[config.mk]
export PLATFORM = sky130hd
export DESIGN_NAME = bhw_window_slots
export DESIGN_NICKNAME = d
export VERILOG_FILES = /design/src/bhw_pkg.sv /design/src/bhw_slot_pick.sv /design/src/bhw_window_slots.sv
export SDC_FILE = /design/constraint.sdc
export NUM_CORES = 2
export LEC_CHECK = 0
export CAP_MARGIN = 25
export CORE_MARGIN = 10
export CORE_UTILIZATION = 55
export DETAILED_ROUTE_END_ITERATION = 6
export DONT_BUFFER_PORTS = 1
export PLACE_DENSITY_LB_ADDON = 0.25
export SLEW_MARGIN = 20
export SYNTH_ARGS = -nofsm -noshare
export SYNTH_HDL_FRONTEND = slang
export SYNTH_HIERARCHICAL = 1
export SYNTH_SLANG_ARGS = --single-unit
[constraint.sdc]
create_clock -name core_clk -period 12 [get_ports core_clk]
set_input_delay 1.2 -clock core_clk [delete_from_list [all_inputs] [get_ports core_clk]]
set_output_delay 1.2 -clock core_clk [all_outputs]
set_load 0.005 [all_outputs]
[src/bhw_pkg.sv]
// shared constants, types and helpers for the branch history window slots
package bhw_pkg;
	localparam int BHW_AW = 32;
	// one fetch window is 16 bytes, so the low four address bits give the offset within the window
	localparam int BHW_WIN_BITS = 4;
	localparam int BHW_SLOTS = 3;
	localparam int BHW_SET_BITS = 4;
	localparam int BHW_SETS = 16;
	localparam int BHW_TAG_W = BHW_AW - BHW_WIN_BITS - BHW_SET_BITS;
	localparam int BHW_SET_LSB = BHW_WIN_BITS;
	localparam int BHW_TAG_LSB = BHW_WIN_BITS + BHW_SET_BITS;
	localparam logic [1:0] BHW_RR_RST = 2'h0;
	localparam logic [1:0] BHW_RR_LAST = 2'h2;

	typedef enum logic [3:0] {
		BK_JCC_REL8 = 4'h0,
		BK_JCC_REL32 = 4'h1,
		BK_JMP_REL8 = 4'h2,
		BK_JMP_REL32 = 4'h3,
		BK_JMP_REG = 4'h4,
		BK_JMP_MEM16 = 4'h5,
		BK_JMP_MEM32 = 4'h6,
		BK_CALL_REL16 = 4'h7,
		BK_CALL_RM16 = 4'h8,
		BK_CALL_REL32 = 4'h9,
		BK_CALL_RM32 = 4'ha,
		BK_RET_NEAR = 4'hb,
		BK_OTHER = 4'hf
	} bhw_kind_t;

	typedef struct packed {
		logic valid;
		logic [BHW_TAG_W-1:0] tag;
		logic [BHW_WIN_BITS-1:0] end_off;
		logic split;
		logic [BHW_AW-1:0] target;
	} bhw_entry_t;

	typedef struct packed {
		logic valid;
		logic [BHW_AW-1:0] start_addr;
		logic [BHW_AW-1:0] end_addr;
		bhw_kind_t kind;
		logic taken;
		logic [BHW_AW-1:0] target;
	} bhw_upd_t;

	typedef struct packed {
		logic hit;
		logic [BHW_AW-1:0] target;
		logic [BHW_WIN_BITS-1:0] end_off;
		logic split;
		logic alone;
	} bhw_pred_t;

	function automatic logic [BHW_SET_BITS-1:0] win_set(input logic [BHW_AW-1:0] a);
		win_set = a[BHW_TAG_LSB-1:BHW_SET_LSB];
	endfunction

	function automatic logic [BHW_TAG_W-1:0] win_tag(input logic [BHW_AW-1:0] a);
		win_tag = a[BHW_AW-1:BHW_TAG_LSB];
	endfunction

	// near branch classes that are tracked and counted against a window
	function automatic logic is_limited(input bhw_kind_t k);
		is_limited = (k != BK_OTHER) && (k <= BK_RET_NEAR);
	endfunction
endpackage

[src/bhw_slot_pick.sv]
// slot choice for one window: existing match, else free slot, else victim
`timescale 1ns/10ps
module bhw_slot_pick (
	input wire logic [2:0] valid,
	input wire logic [2:0] match,
	input wire logic [1:0] rr,
	output logic hit,
	output logic free,
	output logic [1:0] slot
);
	wire [2:0] empty = ~valid;
	wire [1:0] match_idx = match[0] ? 2'h0 : (match[1] ? 2'h1 : 2'h2);
	wire [1:0] free_idx = empty[0] ? 2'h0 : (empty[1] ? 2'h1 : 2'h2);

	assign hit = |match;
	assign free = |empty;
	// a full window with no match displaces the round-robin victim
	assign slot = hit ? match_idx : (free ? free_idx : rr);
endmodule

[src/bhw_window_slots.sv]
// branch history kept per aligned 16-byte fetch window, three slots each
// Functional notes
// - At most three near branches hold history in one 16-byte fetch window.
// - A branch spanning two windows belongs to the later window.
// - A taken prediction for a window-spanning branch dispatches alone.
// - Only branches that resolved taken get a slot; untaken ones use none.
// - Limit covers relative, indirect jumps, conditional jumps, near calls and near returns.
// - Excess taken branches in a window displace existing entries.
`timescale 1ns/10ps
module bhw_window_slots (
	input wire logic core_clk,
	input wire logic srst,
	input wire logic fetch_valid,
	input wire logic [bhw_pkg::BHW_AW-1:0] fetch_addr,
	input wire bhw_pkg::bhw_upd_t upd,
	output bhw_pkg::bhw_pred_t pred
);
	import bhw_pkg::*;

	bhw_entry_t ent_r [BHW_SETS][BHW_SLOTS];
	logic [1:0] rr_r [BHW_SETS];
	bhw_pred_t pred_r;

	// update side
	// later window
	wire [BHW_SET_BITS-1:0] u_set = win_set(upd.end_addr);
	wire [BHW_TAG_W-1:0] u_tag = win_tag(upd.end_addr);
	wire [BHW_WIN_BITS-1:0] u_off = upd.end_addr[BHW_WIN_BITS-1:0];
	wire u_split = win_set(upd.start_addr) != u_set || win_tag(upd.start_addr) != u_tag;
	wire [2:0] u_valid;
	wire [2:0] u_match;
	wire u_hit;
	wire u_free;
	wire [1:0] u_slot;

	for (genvar k = 0; k < BHW_SLOTS; k++) begin : g_umatch
		assign u_valid[k] = ent_r[u_set][k].valid;
		assign u_match[k] = u_valid[k] && ent_r[u_set][k].tag == u_tag &&
			ent_r[u_set][k].end_off == u_off;
	end

	bhw_slot_pick u_pick (
		.valid(u_valid),
		.match(u_match),
		.rr(rr_r[u_set]),
		.hit(u_hit),
		.free(u_free),
		.slot(u_slot)
	);

	wire u_elig = upd.valid && is_limited(upd.kind);
	wire u_we = u_elig && upd.taken;
	wire u_repl = u_we && !u_hit && !u_free;
	wire [1:0] rr_cur = rr_r[u_set];
	wire [1:0] rr_nxt = (rr_cur == BHW_RR_LAST) ? BHW_RR_RST : 2'(rr_cur + 2'h1);

	bhw_entry_t new_ent;
	assign new_ent.valid = 1'b1;
	assign new_ent.tag = u_tag;
	assign new_ent.end_off = u_off;
	assign new_ent.split = u_split;
	assign new_ent.target = upd.target;

	always_ff @(posedge core_clk) begin
		if (srst) begin
			for (int s = 0; s < BHW_SETS; s++) begin
				rr_r[s] <= BHW_RR_RST;
				for (int k = 0; k < BHW_SLOTS; k++) begin
					ent_r[s][k] <= '0;
				end
			end
		end else begin
			if (u_we) begin
				ent_r[u_set][u_slot] <= new_ent;
			end
			if (u_repl) begin
				rr_r[u_set] <= rr_nxt;
			end
		end
	end

	// lookup side: nearest stored branch at or past the fetch offset
	wire [BHW_SET_BITS-1:0] f_set = win_set(fetch_addr);
	wire [BHW_TAG_W-1:0] f_tag = win_tag(fetch_addr);
	wire [BHW_WIN_BITS-1:0] f_off = fetch_addr[BHW_WIN_BITS-1:0];
	wire [2:0] f_m;
	wire [BHW_WIN_BITS-1:0] f_e [BHW_SLOTS];

	for (genvar k = 0; k < BHW_SLOTS; k++) begin : g_fmatch
		assign f_e[k] = ent_r[f_set][k].end_off;
		assign f_m[k] = ent_r[f_set][k].valid && ent_r[f_set][k].tag == f_tag &&
			f_e[k] >= f_off;
	end

	function automatic logic not_after(input logic bm, input logic [3:0] a,
			input logic [3:0] b);
		not_after = !bm || a <= b;
	endfunction

	wire sel0 = f_m[0] && not_after(f_m[1], f_e[0], f_e[1]) &&
		not_after(f_m[2], f_e[0], f_e[2]);
	wire sel1 = !sel0 && f_m[1] && not_after(f_m[2], f_e[1], f_e[2]);
	wire [1:0] f_slot = sel0 ? 2'h0 : (sel1 ? 2'h1 : 2'h2);
	wire lk_hit = fetch_valid && |f_m;
	bhw_entry_t lk_ent;
	assign lk_ent = ent_r[f_set][f_slot];

	// a split branch predicted taken cannot share its dispatch cycle,
	// so the flag travels with the prediction for the dispatch logic
	bhw_pred_t pred_nxt;
	assign pred_nxt.hit = lk_hit;
	assign pred_nxt.target = lk_hit ? lk_ent.target : '0;
	assign pred_nxt.end_off = lk_hit ? lk_ent.end_off : '0;
	assign pred_nxt.split = lk_hit && lk_ent.split;
	assign pred_nxt.alone = lk_hit && lk_ent.split;

	always_ff @(posedge core_clk) begin
		if (srst) begin
			pred_r <= '0;
		end else begin
			pred_r <= pred_nxt;
		end
	end

	assign pred = pred_r;

	// checking helpers
	wire [BHW_SETS*BHW_SLOTS-1:0] all_v;
	for (genvar s = 0; s < BHW_SETS; s++) begin : g_allv
		for (genvar k = 0; k < BHW_SLOTS; k++) begin : g_slot
			assign all_v[s*BHW_SLOTS+k] = ent_r[s][k].valid;
		end
	end

	logic [BHW_SET_BITS-1:0] chk_set_r;
	logic [BHW_TAG_W-1:0] chk_tag_r;
	logic [BHW_WIN_BITS-1:0] chk_off_r;
	logic [BHW_AW-1:0] chk_tgt_r;
	always_ff @(posedge core_clk) begin
		chk_set_r <= u_set;
		chk_tag_r <= u_tag;
		chk_off_r <= u_off;
		chk_tgt_r <= upd.target;
	end

	wire [2:0] chk_v;
	wire [2:0] chk_m;
	for (genvar k = 0; k < BHW_SLOTS; k++) begin : g_chk
		assign chk_v[k] = ent_r[chk_set_r][k].valid;
		assign chk_m[k] = chk_v[k] && ent_r[chk_set_r][k].tag == chk_tag_r &&
			ent_r[chk_set_r][k].end_off == chk_off_r &&
			ent_r[chk_set_r][k].target == chk_tgt_r;
	end
	wire chk_present = |chk_m;
	wire chk_dup = (chk_m[0] && chk_m[1]) || (chk_m[0] && chk_m[2]) ||
		(chk_m[1] && chk_m[2]);

	AST_ONE_COPY: assert property (@(posedge core_clk) disable iff (srst)
		u_we |=> chk_present && !chk_dup)
		else $error("taken branch stored zero or several times in its window");

	AST_LATER_WINDOW: assert property (@(posedge core_clk) disable iff (srst)
		u_we && u_split ##1 (fetch_valid && win_set(fetch_addr) == chk_set_r &&
			win_tag(fetch_addr) == chk_tag_r && fetch_addr[3:0] == chk_off_r)
		|=> pred.hit && pred.split)
		else $error("split branch not found in the later window");

	AST_ALONE: assert property (@(posedge core_clk) disable iff (srst)
		(lk_hit && lk_ent.split |=> pred.alone && pred.hit) and
		(!lk_hit |=> !pred.alone))
		else $error("split taken prediction not marked to dispatch alone");

	AST_NO_UNTAKEN: assert property (@(posedge core_clk) disable iff (srst)
		upd.valid && !upd.taken |=> all_v == $past(all_v))
		else $error("untaken branch changed slot occupancy");

	AST_CLASS_ONLY: assert property (@(posedge core_clk) disable iff (srst)
		upd.valid && upd.taken && !is_limited(upd.kind) |=> all_v == $past(all_v))
		else $error("untracked branch class took a slot");

	AST_DISPLACE: assert property (@(posedge core_clk) disable iff (srst)
		u_repl |=> chk_v == 3'h7 && chk_present && rr_r[chk_set_r] != $past(rr_cur))
		else $error("fourth taken branch did not displace an entry");

	AST_WINDOW_HIT: assert property (@(posedge core_clk) disable iff (srst)
		pred.hit |-> $past(fetch_valid) && pred.end_off >= $past(fetch_addr[3:0]))
		else $error("prediction without a matching fetch window");

	// victim pointer walks 0,1,2 only; a stuck 3 would point at no slot
	AST_RR_RANGE: assert property (@(posedge core_clk) disable iff (srst)
		rr_cur != 2'h3)
		else $error("round-robin victim pointer out of range");

	// dispatch sees a quiet prediction whenever fetch asked for nothing
	AST_MISS_ZERO: assert property (@(posedge core_clk) disable iff (srst)
		!fetch_valid |=> pred == '0)
		else $error("prediction shown without a lookup");

	AST_REFRESH_KEEPS: assert property (@(posedge core_clk) disable iff (srst)
		u_we && u_hit |=> chk_v == $past(u_valid) && chk_present)
		else $error("refreshing a stored branch changed window occupancy");

	AST_ALONE_SPLIT: assert property (@(posedge core_clk) disable iff (srst)
		pred.alone |-> pred.hit && pred.split)
		else $error("dispatch-alone flag without a split taken prediction");

	COV_FILL: cover property (@(posedge core_clk) disable iff (srst)
		u_we && !u_hit && u_free && u_valid == 3'h3);
	COV_REPLACE: cover property (@(posedge core_clk) disable iff (srst) u_repl);
	COV_SPLIT_PRED: cover property (@(posedge core_clk) disable iff (srst)
		pred.alone);
	COV_REFRESH: cover property (@(posedge core_clk) disable iff (srst)
		u_we && u_hit);
	// lookup right behind the update that stored a split branch
	COV_LATE_LOOK: cover property (@(posedge core_clk) disable iff (srst)
		u_we && u_split ##1 fetch_valid);
endmodule

**After elaboration in Yosys (flattened, before gate mapping)**

Memories as Yosys holds them, arrays and structs flattened.
Index checks and enable logic that the tools add are counted.

- Reductions and logical operators: 39
- Equality and inequality tests: 13
- $add $sub $neg: 1
- Divide/modulo/power cells: 0
- Bitwise logic cells: 4
- Multipliers: 0
- $lt $le $gt $ge: 10
- Mux-type cells: 28
- Shifts and indexed selects: 0

Operators by type and width:

| kind | number |
|---|---|
| $mux W186 | 3 |
| $reduce_or A186 Y1 | 1 |
| $eq A24 B24 Y1 | 6 |
| $bmux W62 S2 | 1 |
| $demux W62 S2 | 1 |
| $mux W37 | 2 |
| $mux W62 | 1 |
| $logic_and A1 B1 Y1 | 24 |
| $ne A24 B24 Y1 | 1 |
| $mux W2 | 10 |
| $eq A4 B4 Y1 | 3 |
| $ge A4 B4 Y1 | 3 |
| $le A4 B4 Y1 | 3 |
| $reduce_or A3 Y1 | 3 |
| $mux W1 | 8 |
| $mux W4 | 2 |
| $ge A3 B3 Y1 const B | 2 |
| $not A2 Y3 | 2 |
| $logic_not A1 Y1 | 5 |
| $le A4 B4 Y1 const B | 1 |
| $logic_or A1 B1 Y1 | 4 |
| $ne A4 B4 Y1 | 1 |
| $ne A4 B4 Y1 const B | 1 |
| $reduce_or A2 Y1 | 2 |
| 5 further kinds | 5 |

- Flip-flop bits (word level): 38
- Bits in latches: 0
- Bits of input ports: 137
- Logic and storage cells: 101
- Output and inout port bits: 39
- Memories kept: 2
- RAM bits: 3,008
- ROM bits: 0

Memory list:

| name | depth | bits a word | rd ports | clocked after Yosys merged registers in | write ports | line | text |
|---|---|---|---|---|---|---|---|
| ent_r | 16 | 186 | 2 | 0 | 16 | bhw_window_slots.sv:20 | `bhw_entry_t ent_r [BHW_SETS][BHW_SLOTS];` |
| rr_r | 16 | 2 | 1 | 0 | 16 | bhw_window_slots.sv:21 | `logic [1:0] rr_r [BHW_SETS];` |

**Depth between registers and ports, before layout**

An unclocked memory read counts as a cell.

- Depth after elaboration: 18
- Depth in mapped cells: 26
- Mapped depth without buffers: 14

**By module**

The synthesis kept the hierarchy.

By module, submodules not included:

| module | times used | cells an instance | seq. area each (um^2) | area an instance (um^2) |
|---|---|---|---|---|
| bhw_window_slots | 1 | 9,824 | 90,606.9 | 151,190.0 |
| bhw_slot_pick | 1 | 9 | 0.0 | 52.6 |

**Worst setup path after synthesis**

No wires, ideal clock.

- Kind: input -> register
- Start point: input upd[41] (netlist bit)
- End point: memory ent_r[15][124] (netlist bit), enable pin
- Path slack: 1.650 ns
- Library setup time: 0.565 ns
- Arrival time: 9.785 ns
- Cell stages on the path: 14
- Path buffers: 4
- Cells stage by stage: buf_1 buf_1 buf_1 clkbuf_1 mux4_2 mux4_2 xnor2_1 nand4_1 nor4b_1 inv_1 a31oi_1 nor2_1 or3_1 o21ai_0

RTL lines:

| what | line | text |
|---|---|---|
| start, declared | bhw_window_slots.sv:15 | `input wire bhw_pkg::bhw_upd_t upd,` |
| end, declared | bhw_window_slots.sv:20 |  |

==> results.txt <==
outcome - finished with violations
failing checks - max-slew violations
WS Path Type - in -> reg
CP required - 12500 ps
Die X - 544 um
largest net degree at the start of global routing - 372
Placed Area - 153000 um2
cell area after layout - 163000 um2
worst vdd ir - 0.000167 V
Final nets - 9146
final WL - 504 mm
Post-DRT Antenna Nets - 0
CP delay by family, top - simple AND/OR/NAND/NOR gates
CP Launch Type - input pin
total power - 24.2 mW
antenna violations before repair - 33
Vias - 96546
die height - 544 um
Worst R2R Path Depth - 14
sequential area share after synthesis - 59.9%
leakage power - 66.4 nW
number of remaining DRC errors - 0
Worst Setup End Kind - flip-flop
Max Root-Sink Buffers - 4
Worst Hold Class - in -> reg
hold path cells - 1
routability cong. - 0.861
top cells by area, synth - edfxtp_1, mux4_2, and3_1
R2R Path End - ent_r[11][47]
TritonCTS Sinks - 3046
Worst R2R Setup Slack - 4130 ps
Post-synth EDFFs - 2960
syn nets - 9994
TritonCTS clock tree - done
vias per cell - 7.52
Max Clock Freq - 107 MHz
Slew HR - -14.6%
worst slew pin tran - 1720 ps
final setup vio count - 0
grt ovf - 0
vias in the first global route - 95907
CP bufs+invs - 5
root buf cell - clkbuf_16
CTS Hold Bufs - 0
Num CTS Buffers - 330
Core Util, Final - 59.7%
Yosys top cell by area - edfxtp_1
Max Transition Viols Final - 67
Tmin final - 9340 ps
Synth top area share - 58.8%
Post-synth ARST share - 0%
global router's overall resource usage - 33.5%
first-pass GRT wire length - 713 mm
unrepaired setup endpoints after global routing - no
Post-DP HPWL - 249 mm
ys flop type - edfxtp_1
Core Rows - 192
r2r startpoint - ent_r[15][35]
post-cts sizing count - 0
Final Hold Vio Count - 0
Synth Register Bits - 3046
final clock skew - 90.8 ps
number of I/O pins - 176
Power Dens Cells - 148 nW/um2
CTS clk-pin slew, worst paths - 60 ps
Cell variety after synth - 77
# H-tree levels - 5
cells after synthesis - 9833
Worst Path Arrival - 9830 ps
Syn Std Cell Area - 151000 um2
PnR worst setup slack - 2660 ps
PortBufs - 0
Syn Area/Cell - 15.4 um2
hold_sp - srst
Critical Path Stages - 16
Die ar. - 296000 um2
synth warn - 6
Pre-antenna DRT Iters - 6
critical path endpoint - ent_r[11][47]
pre-CTS WS - 2840 ps
DRT iter0 DRCs - 18275
Fin Setup TNS - 0 ps
crit path max fanout - 140
Tcrit/Tclk final - 77.8%
WL/cell - 39.2 um
CP max-delay cell - buf_4
Core Area - 274000 um2
Layout area overhead - 7.99%
slowest stage delay, CP - 850 ps
Initial Utilization - 55.3%
Critical path origin - upd[41]
Post-CTS Repair Setup Buffers - 0
layout cells sized above 1 - 21.5%
clock latency on the worst-skew pair - 940 ps
max cap viols - 0
CP cell instances - buf_16 -> buf_16 -> mux4_2 -> mux4_2 -> xnor2_1 -> nand4_1 -> nor4_1 -> nor4b_2 -> buf_4 -> a31oi_1 -> nor3_1 -> and2_4 -> buf_6 -> nand2_1 -> nand2_4 -> buf_4
[sequential cells by signal, indices dropped and copies added (netlist names)]
register / cells
pred: 38
rr_r: 32
ent_r: 2976
[how the worst min path moves through the flow]
| stage | end | slack (ps) |
|---|---|---|
| after floorplan | ent_r[10][123] | 450 |
| after global placement | ent_r[9][123] | 470 |
| after detailed placement | ent_r[11][123] | 470 |
| after CTS | ent_r[13][123] | 410 |
| after global routing | ent_r[13][123] | 430 |
| final | ent_r[13][123] | 450 |
[layer usage]
layer / track usage [%] / vias to the layer above / share of wire [%]
met1: 44.4 / 49194 / 33
met3: 8.33 / 1611 / 15
li1: - / 37449 / -
met5: 0 / - / 0.017
met4: 18.1 / 14 / 6.7
met2: 51.3 / 8278 / 45
[power breakdown]
group / total [mW] / switching, mW / internal (mW)
clock network: 9.95 / 4.28 / 5.67
registers: 12.1 / 0.131 / 12.0
logic: 2.07 / 1.25 / 0.816
total: 24.2 / 5.66 / 18.5
[Yosys cell counts (24+ instances only)]
cell / n
edfxtp_1: 2960
o21ai_0: 101
inv_1: 70
ha_1: 24
xor2_1: 65
buf_1: 109
o221a_1: 37
buf_2: 67
a211oi_1: 31
nor2_1: 99
and3_1: 2885
mux4_2: 1239
clkbuf_1: 1123
a21oi_1: 49
a221oi_1: 26
nor3_1: 46
nor2b_1: 26
buf_4: 34
mux2i_1: 147
xnor2_1: 144
nand2_1: 166
nand4_1: 27
dfxtp_1: 86
[per-stage QoR]
stage               instances  hold slack [ps]
floorplan                9833              452
finish                  12841              447
global route            12836              435
CTS                     12819              406
global placement        12213              465
detailed placement      12234              470
[cell type report]
class                           count  area, um2
Fill cell                       19799     110000
Sequential cell                  3046      90600
Multi-Input combinational cell   5352      55400
Clock buffer                      438       8940
Tap cell                         3589       4490
Timing Repair Buffer              184       2230
Clock inverter                    147       1380
Inverter                           71        272
Antenna cell                       14       35.0
[kinds of logic (layout without fill, tap and decap cells)]
group / after synthesis / after routing / share of synthesized area [%]
DFF: 3046 / 3046 / 59.9
and+or+nand+nor: 3347 / 3347 / 13.4
muxes: 1438 / 1438 / 19.9
buffers and inverters: 1435 / 840 / 3.85
AOI/OAI and AO/OA: 334 / 334 / 1.57
xor gates and xnor gates: 209 / 209 / 1.21
other: 0 / 14 / 0
adders and majority gates: 24 / 24 / 0.199
[layout by cell type, fill, tap and decap left out, types with 31 or more instances in the layout]
cell type,Yosys,layout
nor3_1,46,39
clkinv_2,0,36
nor2_1,99,88
xor2_1,65,65
buf_4,34,130
clkinv_1,0,65
nand2_4,0,43
clkbuf_16,0,336
o21ai_0,101,98
inv_1,70,67
nand2_1,166,121
mux2i_1,147,147
a211oi_1,31,31
mux4_2,1239,1239
xnor2_1,144,144
edfxtp_1,2960,2960
dfxtp_1,86,86
a21oi_1,49,49
clkbuf_1,1123,87
and3_1,2885,2885
o221a_1,37,37
[worst reg2reg max path, stage by stage, from the launching register on]
cell	delay [ps]
edfxtp_1	380
mux4_2	480
mux4_2	490
xnor2_1	660
nand4_1	330
nor4_1	320
nor4b_2	670
buf_4	240
a31oi_1	40
nor3_1	500
and2_4	590
buf_6	640
nand2_1	270
nand2_4	810
buf_4	920
No activity file was read; power rests on OpenSTA's default activity.
